$ cat src/core/prsb_pkg.sv
// Purpose: Shared constants and types for the channel 0 loop status readback bank
// Assumes: Register indices are printed byte offsets; byte address is four times the index
// Notes:   All fields live in the low byte of each 32-bit APB word
package prsb_pkg;

    localparam int ADDR_W     = 16;
    localparam int IDX_W      = 14;
    localparam int IDX_LSB    = 2;
    localparam int DATA_W     = 32;
    localparam int BYTE_W     = 8;
    localparam int TW_W       = 46;
    localparam int ACC_W      = 12;
    localparam int PROF_W     = 3;
    localparam int SLEW_ERR_W = 4;

    // Register indices
    localparam logic [IDX_W-1:0] IDX_LOCK    = 14'h3100;
    localparam logic [IDX_W-1:0] IDX_OPER    = 14'h3101;
    localparam logic [IDX_W-1:0] IDX_STATE   = 14'h3102;
    localparam logic [IDX_W-1:0] IDX_TW0     = 14'h3103;
    localparam logic [IDX_W-1:0] IDX_TW1     = 14'h3104;
    localparam logic [IDX_W-1:0] IDX_TW2     = 14'h3105;
    localparam logic [IDX_W-1:0] IDX_TW3     = 14'h3106;
    localparam logic [IDX_W-1:0] IDX_TW4     = 14'h3107;
    localparam logic [IDX_W-1:0] IDX_TW5     = 14'h3108;
    localparam logic [IDX_W-1:0] IDX_PLD_LO  = 14'h3109;
    localparam logic [IDX_W-1:0] IDX_PLD_HI  = 14'h310a;
    localparam logic [IDX_W-1:0] IDX_FLD_LO  = 14'h310b;
    localparam logic [IDX_W-1:0] IDX_FLD_HI  = 14'h310c;
    localparam logic [IDX_W-1:0] IDX_SLEW_ACT = 14'h310d;
    localparam logic [IDX_W-1:0] IDX_SLEW_ERR = 14'h310e;

    // Lock status bit positions
    localparam int LK_CAL_DONE = 5;
    localparam int LK_CAL_BUSY = 4;
    localparam int LK_ALOCK    = 3;
    localparam int LK_FLOCK    = 2;
    localparam int LK_PLOCK    = 1;
    localparam int LK_ALL      = 0;
    // Operation bit positions
    localparam int OP_PROF_LSB = 4;
    localparam int OP_ACTIVE   = 3;
    localparam int OP_REFSW    = 2;
    localparam int OP_HOLD     = 1;
    localparam int OP_FREERUN  = 0;
    // State bit positions
    localparam int ST_FAST_ACQUIRE_DONE = 5;
    localparam int ST_FAST_ACQUIRE_ACT  = 4;
    localparam int ST_SLEW_LIM  = 2;
    localparam int ST_FCLAMP    = 1;
    localparam int ST_HIST      = 0;

    localparam logic [DATA_W-1:0] RD_ZERO = 32'h0000_0000;

    typedef struct packed {
        logic                  analog_lock;
        logic                  dig_freq_lock;
        logic                  dig_phase_lock;
        logic                  dig_active;
        logic                  ref_switch;
        logic                  holdover;
        logic                  freerun;
        logic [PROF_W-1:0]     profile;
        logic                  fast_acquire_done;
        logic                  fast_acquire_active;
        logic                  slew_limit;
        logic                  freq_clamp;
        logic                  hist_avail;
        logic [TW_W-1:0]       tuning_hist;
        logic [ACC_W-1:0]      pld_accum;
        logic [ACC_W-1:0]      fld_accum;
        logic                  slew_active;
        logic [SLEW_ERR_W-1:0] slew_err;
    } prsb_loop_status_t;

    typedef enum logic [0:0] {
        PH_IDLE   = 1'b0,
        PH_ACCESS = 1'b1
    } prsb_phase_t;

    typedef struct packed {
        prsb_phase_t       phase;
        logic              cal_busy;
        logic              cal_done;
        logic [PROF_W-1:0] held_profile;
        logic              primed;
        prsb_loop_status_t snap;
        logic [DATA_W-1:0] prdata;
        logic              pslverr;
    } prsb_state_t;

endpackage

$ cat src/core/prsb_status_bank.sv
// Purpose: APB read-only status readback bank for loop channel 0
// Assumes: Loop status inputs come from logic on pclk; cal and update strobes are 1-cycle pulses
// Notes:   Lock byte is live, all other bytes are snapshots taken on io_update
//
// Chosen here: the APB slave port.
`timescale 1ns/1ps

module prsb_status_bank (
    input  wire logic                         pclk,
    input  wire logic                         presetn,
    input  wire logic                         psel,
    input  wire logic                         penable,
    input  wire logic                         pwrite,
    input  wire logic [prsb_pkg::ADDR_W-1:0]  paddr,
    input  wire logic [prsb_pkg::DATA_W-1:0]  pwdata,
    input  wire logic [3:0]                   pstrb,
    output logic      [prsb_pkg::DATA_W-1:0]  prdata,
    output logic                              pready,
    output logic                              pslverr,
    input  wire prsb_pkg::prsb_loop_status_t  loop_status,
    input  wire logic                         cal_issue,
    input  wire logic                         cal_complete,
    input  wire logic                         io_update
);

    prsb_pkg::prsb_state_t st_r;
    prsb_pkg::prsb_state_t st_nxt;

    logic [prsb_pkg::BYTE_W-1:0] lock_byte;
    logic                        setup_phase;
    logic [prsb_pkg::IDX_W-1:0]  req_idx;
    logic                        req_mapped;

    // Build the byte shown at one register index from live and snapshot values
    function automatic logic [prsb_pkg::BYTE_W:0] read_byte(
        input logic [prsb_pkg::IDX_W-1:0] idx,
        input logic [prsb_pkg::BYTE_W-1:0] live,
        input prsb_pkg::prsb_loop_status_t s
    );
        logic [prsb_pkg::BYTE_W-1:0] b;
        logic                        hit;
        b   = 8'h00;
        hit = 1'b1;
        case (idx)
            prsb_pkg::IDX_LOCK: begin
                b = live;
            end
            prsb_pkg::IDX_OPER: begin
                b[prsb_pkg::OP_PROF_LSB +: prsb_pkg::PROF_W] = s.profile;
                b[prsb_pkg::OP_ACTIVE]  = s.dig_active;
                b[prsb_pkg::OP_REFSW]   = s.ref_switch;
                b[prsb_pkg::OP_HOLD]    = s.holdover;
                b[prsb_pkg::OP_FREERUN] = s.freerun;
            end
            prsb_pkg::IDX_STATE: begin
                b[prsb_pkg::ST_FAST_ACQUIRE_DONE] = s.fast_acquire_done;
                b[prsb_pkg::ST_FAST_ACQUIRE_ACT]  = s.fast_acquire_active;
                b[prsb_pkg::ST_SLEW_LIM]  = s.slew_limit;
                b[prsb_pkg::ST_FCLAMP]    = s.freq_clamp;
                b[prsb_pkg::ST_HIST]      = s.hist_avail;
            end
            prsb_pkg::IDX_TW0: begin
                b = s.tuning_hist[7:0];
            end
            prsb_pkg::IDX_TW1: begin
                b = s.tuning_hist[15:8];
            end
            prsb_pkg::IDX_TW2: begin
                b = s.tuning_hist[23:16];
            end
            prsb_pkg::IDX_TW3: begin
                b = s.tuning_hist[31:24];
            end
            prsb_pkg::IDX_TW4: begin
                b = s.tuning_hist[39:32];
            end
            prsb_pkg::IDX_TW5: begin
                b[5:0] = s.tuning_hist[45:40];
            end
            prsb_pkg::IDX_PLD_LO: begin
                b = s.pld_accum[7:0];
            end
            prsb_pkg::IDX_PLD_HI: begin
                b[3:0] = s.pld_accum[11:8];
            end
            prsb_pkg::IDX_FLD_LO: begin
                b = s.fld_accum[7:0];
            end
            prsb_pkg::IDX_FLD_HI: begin
                b[3:0] = s.fld_accum[11:8];
            end
            // slew active in bit 0 only
            prsb_pkg::IDX_SLEW_ACT: begin
                b[0] = s.slew_active;
            end
            prsb_pkg::IDX_SLEW_ERR: begin
                b[prsb_pkg::SLEW_ERR_W-1:0] = s.slew_err;
            end
            default: begin
                hit = 1'b0;
            end
        endcase
        return {hit, b};
    endfunction

    always_comb begin
        lock_byte = 8'h00;
        lock_byte[prsb_pkg::LK_CAL_DONE] = st_r.cal_done;
        lock_byte[prsb_pkg::LK_CAL_BUSY] = st_r.cal_busy;
        lock_byte[prsb_pkg::LK_ALOCK] = loop_status.analog_lock;
        lock_byte[prsb_pkg::LK_FLOCK] = loop_status.dig_freq_lock;
        lock_byte[prsb_pkg::LK_PLOCK] = loop_status.dig_phase_lock;
        lock_byte[prsb_pkg::LK_ALL] = loop_status.analog_lock & loop_status.dig_phase_lock;
    end

    assign setup_phase = psel && !penable;
    assign req_idx     = paddr[prsb_pkg::ADDR_W-1:prsb_pkg::IDX_LSB];

    always_comb begin
        logic [prsb_pkg::BYTE_W:0] rb;
        rb         = read_byte(req_idx, lock_byte, st_r.snap);
        req_mapped = rb[prsb_pkg::BYTE_W] && (paddr[prsb_pkg::IDX_LSB-1:0] == 2'b00);
        st_nxt     = st_r;

        // Calibration tracking, set wins over clear for done
        if (cal_issue) begin
            st_nxt.cal_busy = 1'b1;
        end else if (cal_complete) begin
            st_nxt.cal_busy = 1'b0;
        end
        if (cal_complete) begin
            st_nxt.cal_done = 1'b1;
        end else if (cal_issue) begin
            st_nxt.cal_done = 1'b0;
        end

        if (loop_status.dig_active) begin
            st_nxt.held_profile = loop_status.profile;
        end

        // first edge after reset loads live state
        if (io_update || !st_r.primed) begin
            st_nxt.snap   = loop_status;
            st_nxt.primed = 1'b1;
            if (!loop_status.dig_active) begin
                st_nxt.snap.profile = st_r.held_profile;
            end
        end

        // APB: data registered in setup, zero-wait access
        st_nxt.phase = setup_phase ? prsb_pkg::PH_ACCESS : prsb_pkg::PH_IDLE;
        if (setup_phase) begin
            st_nxt.pslverr = !req_mapped;
            // writes ignored, read data zero on writes
            if (!pwrite && req_mapped) begin
                st_nxt.prdata = {24'h00_0000, rb[prsb_pkg::BYTE_W-1:0]};
            end else begin
                st_nxt.prdata = prsb_pkg::RD_ZERO;
            end
        end
    end

    always_ff @(posedge pclk or negedge presetn) begin
        if (!presetn) begin
            st_r <= '0;
        end else begin
            st_r <= st_nxt;
        end
    end

    assign prdata  = st_r.prdata;
    assign pready  = 1'b1;
    assign pslverr = (st_r.phase == prsb_pkg::PH_ACCESS) ? st_r.pslverr : 1'b0;

    logic rd_setup;
    assign rd_setup = setup_phase && !pwrite;

    // Aligned, mapped read in its setup cycle
    logic rd_ok;
    assign rd_ok = rd_setup && req_mapped;
endmodule

$ cat config.mk
export PLATFORM = sky130hd
export DESIGN_NAME = prsb_status_bank
export DESIGN_NICKNAME = d
export VERILOG_FILES = /design/src/core/prsb_pkg.sv /design/src/core/prsb_status_bank.sv
export SDC_FILE = /design/constraint.sdc
export NUM_CORES = 1
export LEC_CHECK = 0
export BUFFER_PORTS_ARGS = -buffer_cell sky130_fd_sc_hd__buf_4
export CELL_PAD_IN_SITES_DETAIL_PLACEMENT = 1
export CELL_PAD_IN_SITES_GLOBAL_PLACEMENT = 2
export CORE_ASPECT_RATIO = 0.7
export CORE_MARGIN = 5
export CORE_UTILIZATION = 31
export DETAILED_ROUTE_END_ITERATION = 7
export PLACE_DENSITY = 0.91
export SYNTH_ARGS = -nofsm -noshare
export SYNTH_HDL_FRONTEND = slang
export SYNTH_SLANG_ARGS = --single-unit
$ cat constraint.sdc
create_clock -name pclk -period 1.83 [get_ports pclk]
set_input_delay 0.0915 -clock pclk [delete_from_list [all_inputs] [get_ports pclk]]
set_output_delay 0.0915 -clock pclk [all_outputs]
set_load 0.01 [all_outputs]
==> flow_metrics.tcl, run 1 <==
set metrics [dict create \
    hold_viol 0 \
    finClkSkew_ns 0.00649 \
    cts_max_path_buffers 2 \
    areaGrowthSynthToFinish_pct 45.1 \
    cts_resized 0 \
    synth_seq_cells 103 \
    synth-main-ff-cell "dfrtp_1" \
    place_congestion 0.827 \
    status "complete, no violations" \
    slew_violations 0 \
    vdd_drop_max_uv 532 \
    rsz0062_at_grt "false" \
    synth_area_per_cell_um2 12.7 \
    async_flop_share_pct 100 \
    cp-end-kind "register" \
    tritoncts "yes" \
    synth_top_area_share_pct 51.1 \
    clock-sinks 103 \
    drc_errors 0 \
    avgRoutedWirePerCell_um 19.5 \
    die_h_um 117 \
    hold_path_class "in2reg" \
    drive_above_1_share_pct 43.6 \
    cts_max_level 3 \
    hold_path.startpoint "loop_status[86]" \
    setup_violations 0 \
    ys_seq_area_share_pct 51.1 \
    cap_violations 0 \
    insertion_delay_ns 0.34 \
    place_hpwl_um 10900 \
    firstDrtPassIters 4 \
    antenna_found_initial 2 \
    nets 755 \
    vias 3972 \
    grt-ovfl-total 0 \
    grt_pass1_vias 4554 \
    finalNonFillerCells 836 \
    fmax_mhz 611 \
    crit_arrival_ns 1.87 \
    crit_start "st_r[37]" \
    viasPerCell 4.75 \
    post_dp_cell_area_mm2 0.00612 \
    start_util_pct 31.2 \
    syn_area_mm2 0.00504 \
    setup.worst_path.class "reg2reg" \
    grt_max_degree 88 \
    grt_usage_pct 17.6 \
    die_width_um 162 \
    row_count 39 \
    power.density_mw_per_mm2 751 \
    p_leak_nw 3.25 \
    wl_um 16300 \
    startpoint_type "register" \
    grt_pass1_wl_um 25500 \
    r2r-start "st_r[37]" \
    dpl.cell_count 730 \
    clockRootBuffer "clkbuf_16" \
    crit_fanout 2 \
    synth_edf_count 0 \
    clk_pin_slew_ns 0.07 \
    yosysWarningCount 0 \
    port_buffers 122 \
    synth_area_leader_cell "dfrtp_1" \
    first_iter_violations 193 \
    required_ns 2.06 \
    dieArea_mm2 0.0189 \
    min_period_over_period_pct 89.5 \
    stdcell_area_mm2 0.00731 \
    tns_ns 0 \
    numCtsBuffers 9 \
    syn_inst 398 \
    ant_nets 0 \
    synth_cell_types 46 \
    core_area_mm2 0.0162 \
    relSlewSlack_pct 57.3 \
    period_needed_ns 1.64 \
    tightest_slew_ns 0.639 \
    synthTopCellsByArea "dfrtp_1 51%, mux2_2 21%, buf_4 4.9%" \
    pin_count 184 \
    whs_ns 0.0543 \
]
through the flow:
step	setup slack (ns)	power (W)	util [%]
after detailed placement	0.128	0.00342	37.9
after global placement	0.139	0.00338	37.9
after global routing	0.0843	0.00574	45.3
after CTS	0.220	0.00553	45.3
final	0.192	0.00549	45.3
after floorplan	0.374	0.00304	-
sequential cells by signal, indices dropped and copies added (netlist names):
register   count
lock_byte      2
prdata         8
st_r          93
critical path: stages, from the launching register on:
cell     delay (ns)
dfrtp_1        0.38
mux2_2         0.27
a32o_1         0.20
o21ai_0        0.23
nand4_1        0.22
a22o_1         0.24
worst paths after layout:
| path | end | slack [ns] | depth (start not counted) |
|---|---|---|---|
| worst max-delay path | prdata[0] | 0.19 | 5 |
| worst min-delay path | st_r[119] | 0.05 | 2 |
| worst max register to register | prdata[0] | 0.19 | 5 |
| worst min register to register | st_r[0] | 0.47 | 2 |
| max in group asynchronous | st_r[52] | 0.92 | 3 |
| min in group asynchronous | st_r[110] | 0.29 | 2 |
where the power goes:
group | switching, W | leakage (nW) | internal [W]
Sequential | 0.000103 | 1.22 | 0.00246
Clock | 0.000851 | 0.144 | 0.00109
Combinational | 0.000417 | 1.89 | 0.000574
Total | 0.00137 | 3.25 | 0.00412
cells in the mapped netlist (2+ instances only):
cell	instances
a31oi_1	4
buf_2	17
nor2_1	9
nor3_1	2
nand2_1	17
nand2b_1	2
buf_6	3
mux4_2	5
a211oi_1	2
a32o_1	3
nand3_1	7
a22oi_1	7
a21oi_1	5
dfrtp_1	103
conb_1	2
o21ai_1	3
nand3b_1	6
o21ai_0	13
a32oi_1	3
mux2_2	94
and2_1	2
clkbuf_1	6
nand4_1	6
nor2b_1	5
mux2i_1	9
inv_1	4
a22o_1	8
buf_4	33
placed cells by master (no fill, tap or decap), types with 2 or more instances in the layout:
| cell | Yosys | final |
|---|---|---|
| nand3b_1 | 6 | 6 |
| a32oi_1 | 3 | 3 |
| buf_4 | 33 | 140 |
| inv_1 | 4 | 4 |
| nor3_1 | 2 | 2 |
| a211oi_1 | 2 | 2 |
| nor2b_1 | 5 | 5 |
| nand3_1 | 7 | 7 |
| a32o_1 | 3 | 3 |
| o21ai_0 | 13 | 13 |
| nor2_1 | 9 | 9 |
| mux4_2 | 5 | 5 |
| clkinvlp_4 | 0 | 2 |
| dfrtp_1 | 103 | 103 |
| nand4_1 | 6 | 6 |
| buf_12 | 0 | 2 |
| nand2_1 | 17 | 17 |
| a22oi_1 | 7 | 7 |
| dlygate4sd3_1 | 0 | 89 |
| conb_1 | 2 | 26 |
| clkbuf_16 | 0 | 9 |
| o21ai_1 | 3 | 3 |
| a22o_1 | 8 | 8 |
| and2_1 | 2 | 2 |
| mux2i_1 | 9 | 9 |
| clkinv_2 | 0 | 3 |
| a21oi_1 | 5 | 5 |
| mux2_2 | 94 | 94 |
| a31oi_1 | 4 | 4 |
logic make-up (layout without fill, tap and decap cells):
| family | Yosys count | after routing | share of synthesized area, % |
|---|---|---|---|
| muxes | 109 | 109 | 25.3 |
| buffers and inverters | 63 | 251 | 8.02 |
| and+or+nand+nor | 64 | 64 | 7.25 |
| AOI/OAI and AO/OA | 57 | 57 | 8.12 |
| other | 2 | 27 | 0.149 |
| DFF | 103 | 103 | 51.1 |
area by class of cell:
class,count,area [um^2]
inverter,4,15.0
timing repair buffer,231,1980
clock inverter,6,60.1
tap,225,282
sequential,103,2580
clock buffer,10,239
multi-input combinational,256,2160
fill,1710,8840
antenna,1,2.50
routing by layer:
metal | share of wire (%) | GRT usage (%) | vias up
met5 | 0.080 | 0 | -
met4 | 2.0 | 5.41 | 2
met3 | 5.2 | 3.81 | 25
met2 | 52 | 32.0 | 128
met1 | 41 | 21.1 | 2015
li1 | - | - | 1802
repair_timing:
| action | 4_1_cts | 5_1_grt |
|---|---|---|
| buffers inserted | 0 | 0 |
| endpoints found under the hold margin | 124 | 0 |
| hold buffers | 89 | 0 |
Note: power is estimated with default switching activity, not from simulation.
==> inputs of run 2 (changes only) <==
Settings changed: CORE_MARGIN 5 to 8, PLACE_DENSITY 0.91 to unset, PLACE_DENSITY_LB_ADDON set to 0.25.
==> run 2 against run 1 <==
Effect of this change:
- global-route usage fell by 1.7 points
- worst setup slack got worse by 0.016 ns
- sequential share of layout area shrank 0.18 points
- register-to-register slack worse by 0.02 ns
- final cell count down 1.9%
- hold slack worse by 0.030 ns
- highest routed layer is now met4
- die area increased by 9.0%
- critical endpoint is now prdata[1]
- maximum frequency down 0.96%
- via count fell by 1.5%
==> flow_metrics.tcl, run 2 (synthesized netlist as in run 1, its figures left out) <==
set metrics [dict create \
    crit_start "st_r[39]" \
    status "complete, no violations" \
    core_area_mm2 0.0161 \
    vdd_drop_max_uv 353 \
    port_buffers 122 \
    worst_slack_ns 0.176 \
    drive_above_1_share_pct 43.9 \
    grt_pass1_vias 4518 \
    wl_um 16300 \
    reg2reg_depth 4 \
    antenna_found_initial 0 \
    drc_errors 0 \
    avgRoutedWirePerCell_um 19.9 \
    firstDrtPassIters 6 \
    regMostFlops "st_r" \
    crit_end "prdata[1]" \
    grt_max_degree 44 \
    setup.worst_path.class "reg2reg" \
    dieArea_mm2 0.0207 \
    finalNonFillerCells 820 \
    mostFrequentLayoutCells "143 x buf_4, 103 x dfrtp_1, 94 x mux2_2, 88 x dlygate4sd3_1, 26 x conb_1" \
    ant_nets 0 \
    finClkSkew_ns 0.00586 \
    grt_pass1_wl_um 25400 \
    numCtsBuffers 9 \
    tritoncts "yes" \
    clk_pin_slew_ns 0.07 \
    cts_resized 0 \
    clock-sinks 103 \
    tightest_slew_ns 0.522 \
    hold_viol 0 \
    power_w 0.00549 \
    required_ns 2.07 \
    r2r-end "prdata[1]" \
    p_leak_nw 3.28 \
    num_antenna_cells 0 \
    first_iter_violations 120 \
    fmax_mhz 605 \
    tns_ns 0 \
    rrSetupSlack_ns 0.18 \
    die_width_um 168 \
    areaGrowthSynthToFinish_pct 45.9 \
    row_count 39 \
    cp-end-kind "register" \
    insertion_delay_ns 0.34 \
    crit_fanout 2 \
    power.density_mw_per_mm2 746 \
    clockRootBuffer "clkbuf_16" \
    dp_slack_ns 0.103 \
    rsz0062_at_grt "false" \
    min_period_over_period_pct 90.4 \
    startpoint_type "register" \
    whs_ns 0.0243 \
    viasPerCell 4.77 \
    period_needed_ns 1.65 \
    seqCellArea_mm2 0.00258 \
    cts_setup_buffers 0 \
    largest_reg_flops 93 \
    fillers 1692 \
    vias 3913 \
    place_hpwl_um 11700 \
    die_h_um 123 \
    relSlewSlack_pct 64.9 \
    cts_max_level 3 \
    grt-ovfl-total 0 \
    nets 760 \
    multiInputGateArea_mm2 0.00216 \
    slew_violations 0 \
    crit_arrival_ns 1.89 \
    hold_path_class "in2reg" \
    dpl.cell_count 716 \
    cts_max_path_buffers 2 \
    setup_violations 0 \
    grt_usage_pct 15.9 \
    start_util_pct 31.3 \
    r2r-start "st_r[39]" \
    place_congestion 0.767 \
    final_common_cell "buf_4" \
    cap_violations 0 \
    pin_count 184 \
]
-- run 2: how the worst min path moves through the flow --
stage | startpoint | cells past startpoint | to | slack, ns
after floorplan | presetn | 0 | lock_byte[4] | -0.20
after detailed placement | presetn | 1 | st_r[129] | 0.07
after CTS | loop_status[86] | 2 | st_r[119] | 0.01
after global routing | loop_status[86] | 2 | st_r[119] | 0.02
final | loop_status[86] | 2 | st_r[119] | 0.02
after global placement | presetn | 1 | st_r[40] | 0.06
-- run 2: critical path: stages (launching register included) --
cell,delay [ns]
dfrtp_1,0.38
mux4_2,0.47
nor2b_1,0.24
o311ai_1,0.17
a32o_2,0.29
-- run 2: through the flow --
stage	area [um^2]	utilization (%)
4_1_cts	7350	45.6
2_1_floorplan	5130	-
6_report	7350	45.6
3_5_place_dp	6180	38.4
5_1_grt	7350	45.6
3_3_place_gp	6180	38.4
-- run 2: metal layers --
metal / track usage, % / share of wire [%] / vias to the layer above
met4: 3.84 / 1.0 / 0
met3: 4.37 / 5.4 / 12
met2: 25.5 / 45 / 116
met5: 0 / 0 / -
li1: - / - / 1808
met1: 21.2 / 48 / 1977
-- run 2: power by group --
group | total (W) | switching (W) | internal (W)
sequential | 0.00256 | 0.000103 | 0.00246
clock | 0.00193 | 0.000866 | 0.00106
combinational | 0.00100 | 0.000411 | 0.000588
-- run 2: area by class of cell --
cell class	instances	share of cell area (%)
timing repair buffer	236	27.9
multi-input combinational	256	29.3
inverter	4	0.204
tap	205	3.49
sequential	103	35.1
clock inverter	5	0.800
clock buffer	11	3.17
-- run 2: repair_timing --
item / 4_1_cts / 5_1_grt
hold endpoints to repair: 114 / 0
hold buffers: 88 / 0
endpoints found under the setup margin: 0 / 0
==> inputs of run 3 (changes only) <==
Settings changed: CORE_UTILIZATION 31 to 28, SETUP_SLACK_MARGIN set to 0.4, SKIP_LAST_GASP set to 1.
Clock period 1.83 ns to 1.5 ns, I/O delays scaled along.
==> run 3 against run 2 <==
Effect of this change:
- sequential power grew 22%
- sequential share of layout area shrank 4.7 points
- via count grew 5.1%
- total power grew 33%
- final cell count grew 10%
- non-clock buffer count grew 54
- maximum frequency grew 10%
- combinational power grew 63%
- routed wire length grew 8.4%
- hold slack gained 0.0098 ns
- critical endpoint unchanged
==> flow_metrics.tcl, run 3 (synthesized netlist as in run 1, its figures left out) <==
set metrics [dict create \
    status "complete, no violations" \
    cp-end-kind "register" \
    crit_slowest_cell "dfrtp_1" \
    fmax_mhz 668 \
    startpoint_type "register" \
    grt_util_met2_pct 27.0 \
    grt_pass1_vias 4778 \
    ant_nets 0 \
    clk_pin_slew_ns 0.07 \
    areaGrowthSynthToFinish_pct 68.6 \
    slew_violations 0 \
    numCtsBuffers 9 \
    start_util_pct 28.3 \
    dpl.cell_count 759 \
    grt_util_met1_pct 21.0 \
    largest_reg_flops 93 \
    setup.worst_path.class "reg2reg" \
    whs_ns 0.0342 \
    insertion_delay_ns 0.35 \
    cts_max_path_buffers 2 \
    first_iter_violations 177 \
    avgRoutedWirePerCell_um 19.5 \
    antenna_found_initial 0 \
    drc_errors 0 \
    wl_um 17600 \
    firstDrtPassIters 4 \
    power.density_mw_per_mm2 861 \
    core_area_mm2 0.0178 \
    die_width_um 176 \
    period_needed_ns 1.50 \
    required_ns 1.74 \
    port_buffers 122 \
    grt_pass1_wl_um 28200 \
    fillers 1798 \
    cp_slowest_stage_delay_ns 0.38 \
    setup_violations 0 \
    relSlewSlack_pct 65.7 \
    place_congestion 0.757 \
    crit_fanout 2 \
    post_dp_cell_area_mm2 0.00662 \
    hold_viol 0 \
    regMostFlops "st_r" \
    final_common_cell "buf_4" \
    clock-sinks 103 \
    tritoncts "yes" \
    dieArea_mm2 0.0226 \
    stdcell_area_mm2 0.00850 \
    power_w 0.00732 \
    cap_violations 0 \
    finClkSkew_ns 0.00861 \
    p_leak_nw 4.12 \
    hold_path_class "in2reg" \
    min_period_over_period_pct 99.9 \
    pin_count 184 \
    viasPerCell 4.54 \
    final_util_pct 47.7 \
    crit_arrival_ns 1.74 \
    mostFrequentLayoutCells "171 x buf_4, 103 x dfrtp_1, 90 x mux2_4, 90 x dlygate4sd3_1, 26 x conb_1" \
    vdd_drop_max_uv 612 \
    row_count 41 \
    vias 4113 \
    grt_usage_pct 16.1 \
    tightest_slew_ns 0.514 \
    num_antenna_cells 0 \
    busiest_layer "met2" \
    rsz0062_at_grt "true" \
    finalNonFillerCells 906 \
    path_cells "nand3b_1, o21ai_2, a221oi_2, o311ai_2, a32o_2" \
    grt_max_degree 55 \
    clockRootBuffer "clkbuf_16" \
    die_h_um 128 \
    place_hpwl_um 12100 \
    cts_max_level 3 \
    nets 815 \
    drive_above_1_share_pct 50.1 \
    met3_usage_pct 3.68 \
    grt-ovfl-total 0 \
]
==> run 3: final cells by class <==
type / instances / area, um^2 / area share, %
Clock inverter: 5 / 81.3 / 0.957
Tap cell: 236 / 295 / 3.48
Timing Repair Buffer: 290 / 2720 / 32.0
Multi-Input combinational cell: 257 / 2570 / 30.2
Sequential cell: 103 / 2580 / 30.3
Inverter: 4 / 15.0 / 0.177
Clock buffer: 11 / 243 / 2.86
==> run 3: repair_timing <==
action | 4_1_cts | 5_1_grt
hold buffers | 90 | 0
gates cloned | 6 | 0
pin swaps | 11 | 9
endpoints found under the hold margin | 177 | 0
setup buffers | 27 | 8
gates resized for setup | 36 | 12
endpoints found under the setup margin | 92 | 96
==> run 3: per-layer routing <==
| layer | vias to the layer above | wire, um |
|---|---|---|
| met5 | - | 0 |
| met4 | 0 | 166 |
| met2 | 105 | 8490 |
| met1 | 2080 | 8150 |
| li1 | 1916 | - |
| met3 | 12 | 829 |
==> run 3: worst max-delay path, delay by kind of cell, from the launching register on <==
family          cells  cell delay [ns]
simple gates        1             0.11
flops               1             0.38
compound gates      4             0.90
==> run 3: path summary, 6_finish.rpt <==
| path | start | endpoint | slack, ns | cells past startpoint |
|---|---|---|---|---|
| setup / recovery | st_r[63] | prdata[1] | 0.002 | 5 |
| hold / removal | loop_status[86] | st_r[126] | 0.03 | 2 |
| setup reg to reg | st_r[63] | prdata[1] | 0.002 | 5 |
| hold reg to reg | st_r[0] | st_r[0] | 0.48 | 2 |
| max in group asynchronous | presetn | st_r[95] | 0.74 | 3 |
| min in group asynchronous | presetn | st_r[37] | 0.16 | 2 |
==> run 3: per-stage QoR <==
step           setup slack [ns]   TNS, ns
3_3_place_gp            -0.0667    -0.152
6_report                0.00224         0
5_1_grt                 -0.0397    -0.102
3_5_place_dp            -0.0755    -0.229
2_1_floorplan             0.127         0
4_1_cts                -0.00434  -0.00434
==> run 3: where the power goes <==
group	internal [W]	switching (W)	leakage (nW)	total, W
clock network	0.00151	0.00105	0.156	0.00256
logic	0.00103	0.000600	2.75	0.00163
registers	0.00300	0.000134	1.22	0.00313
total	0.00554	0.00178	4.12	0.00732
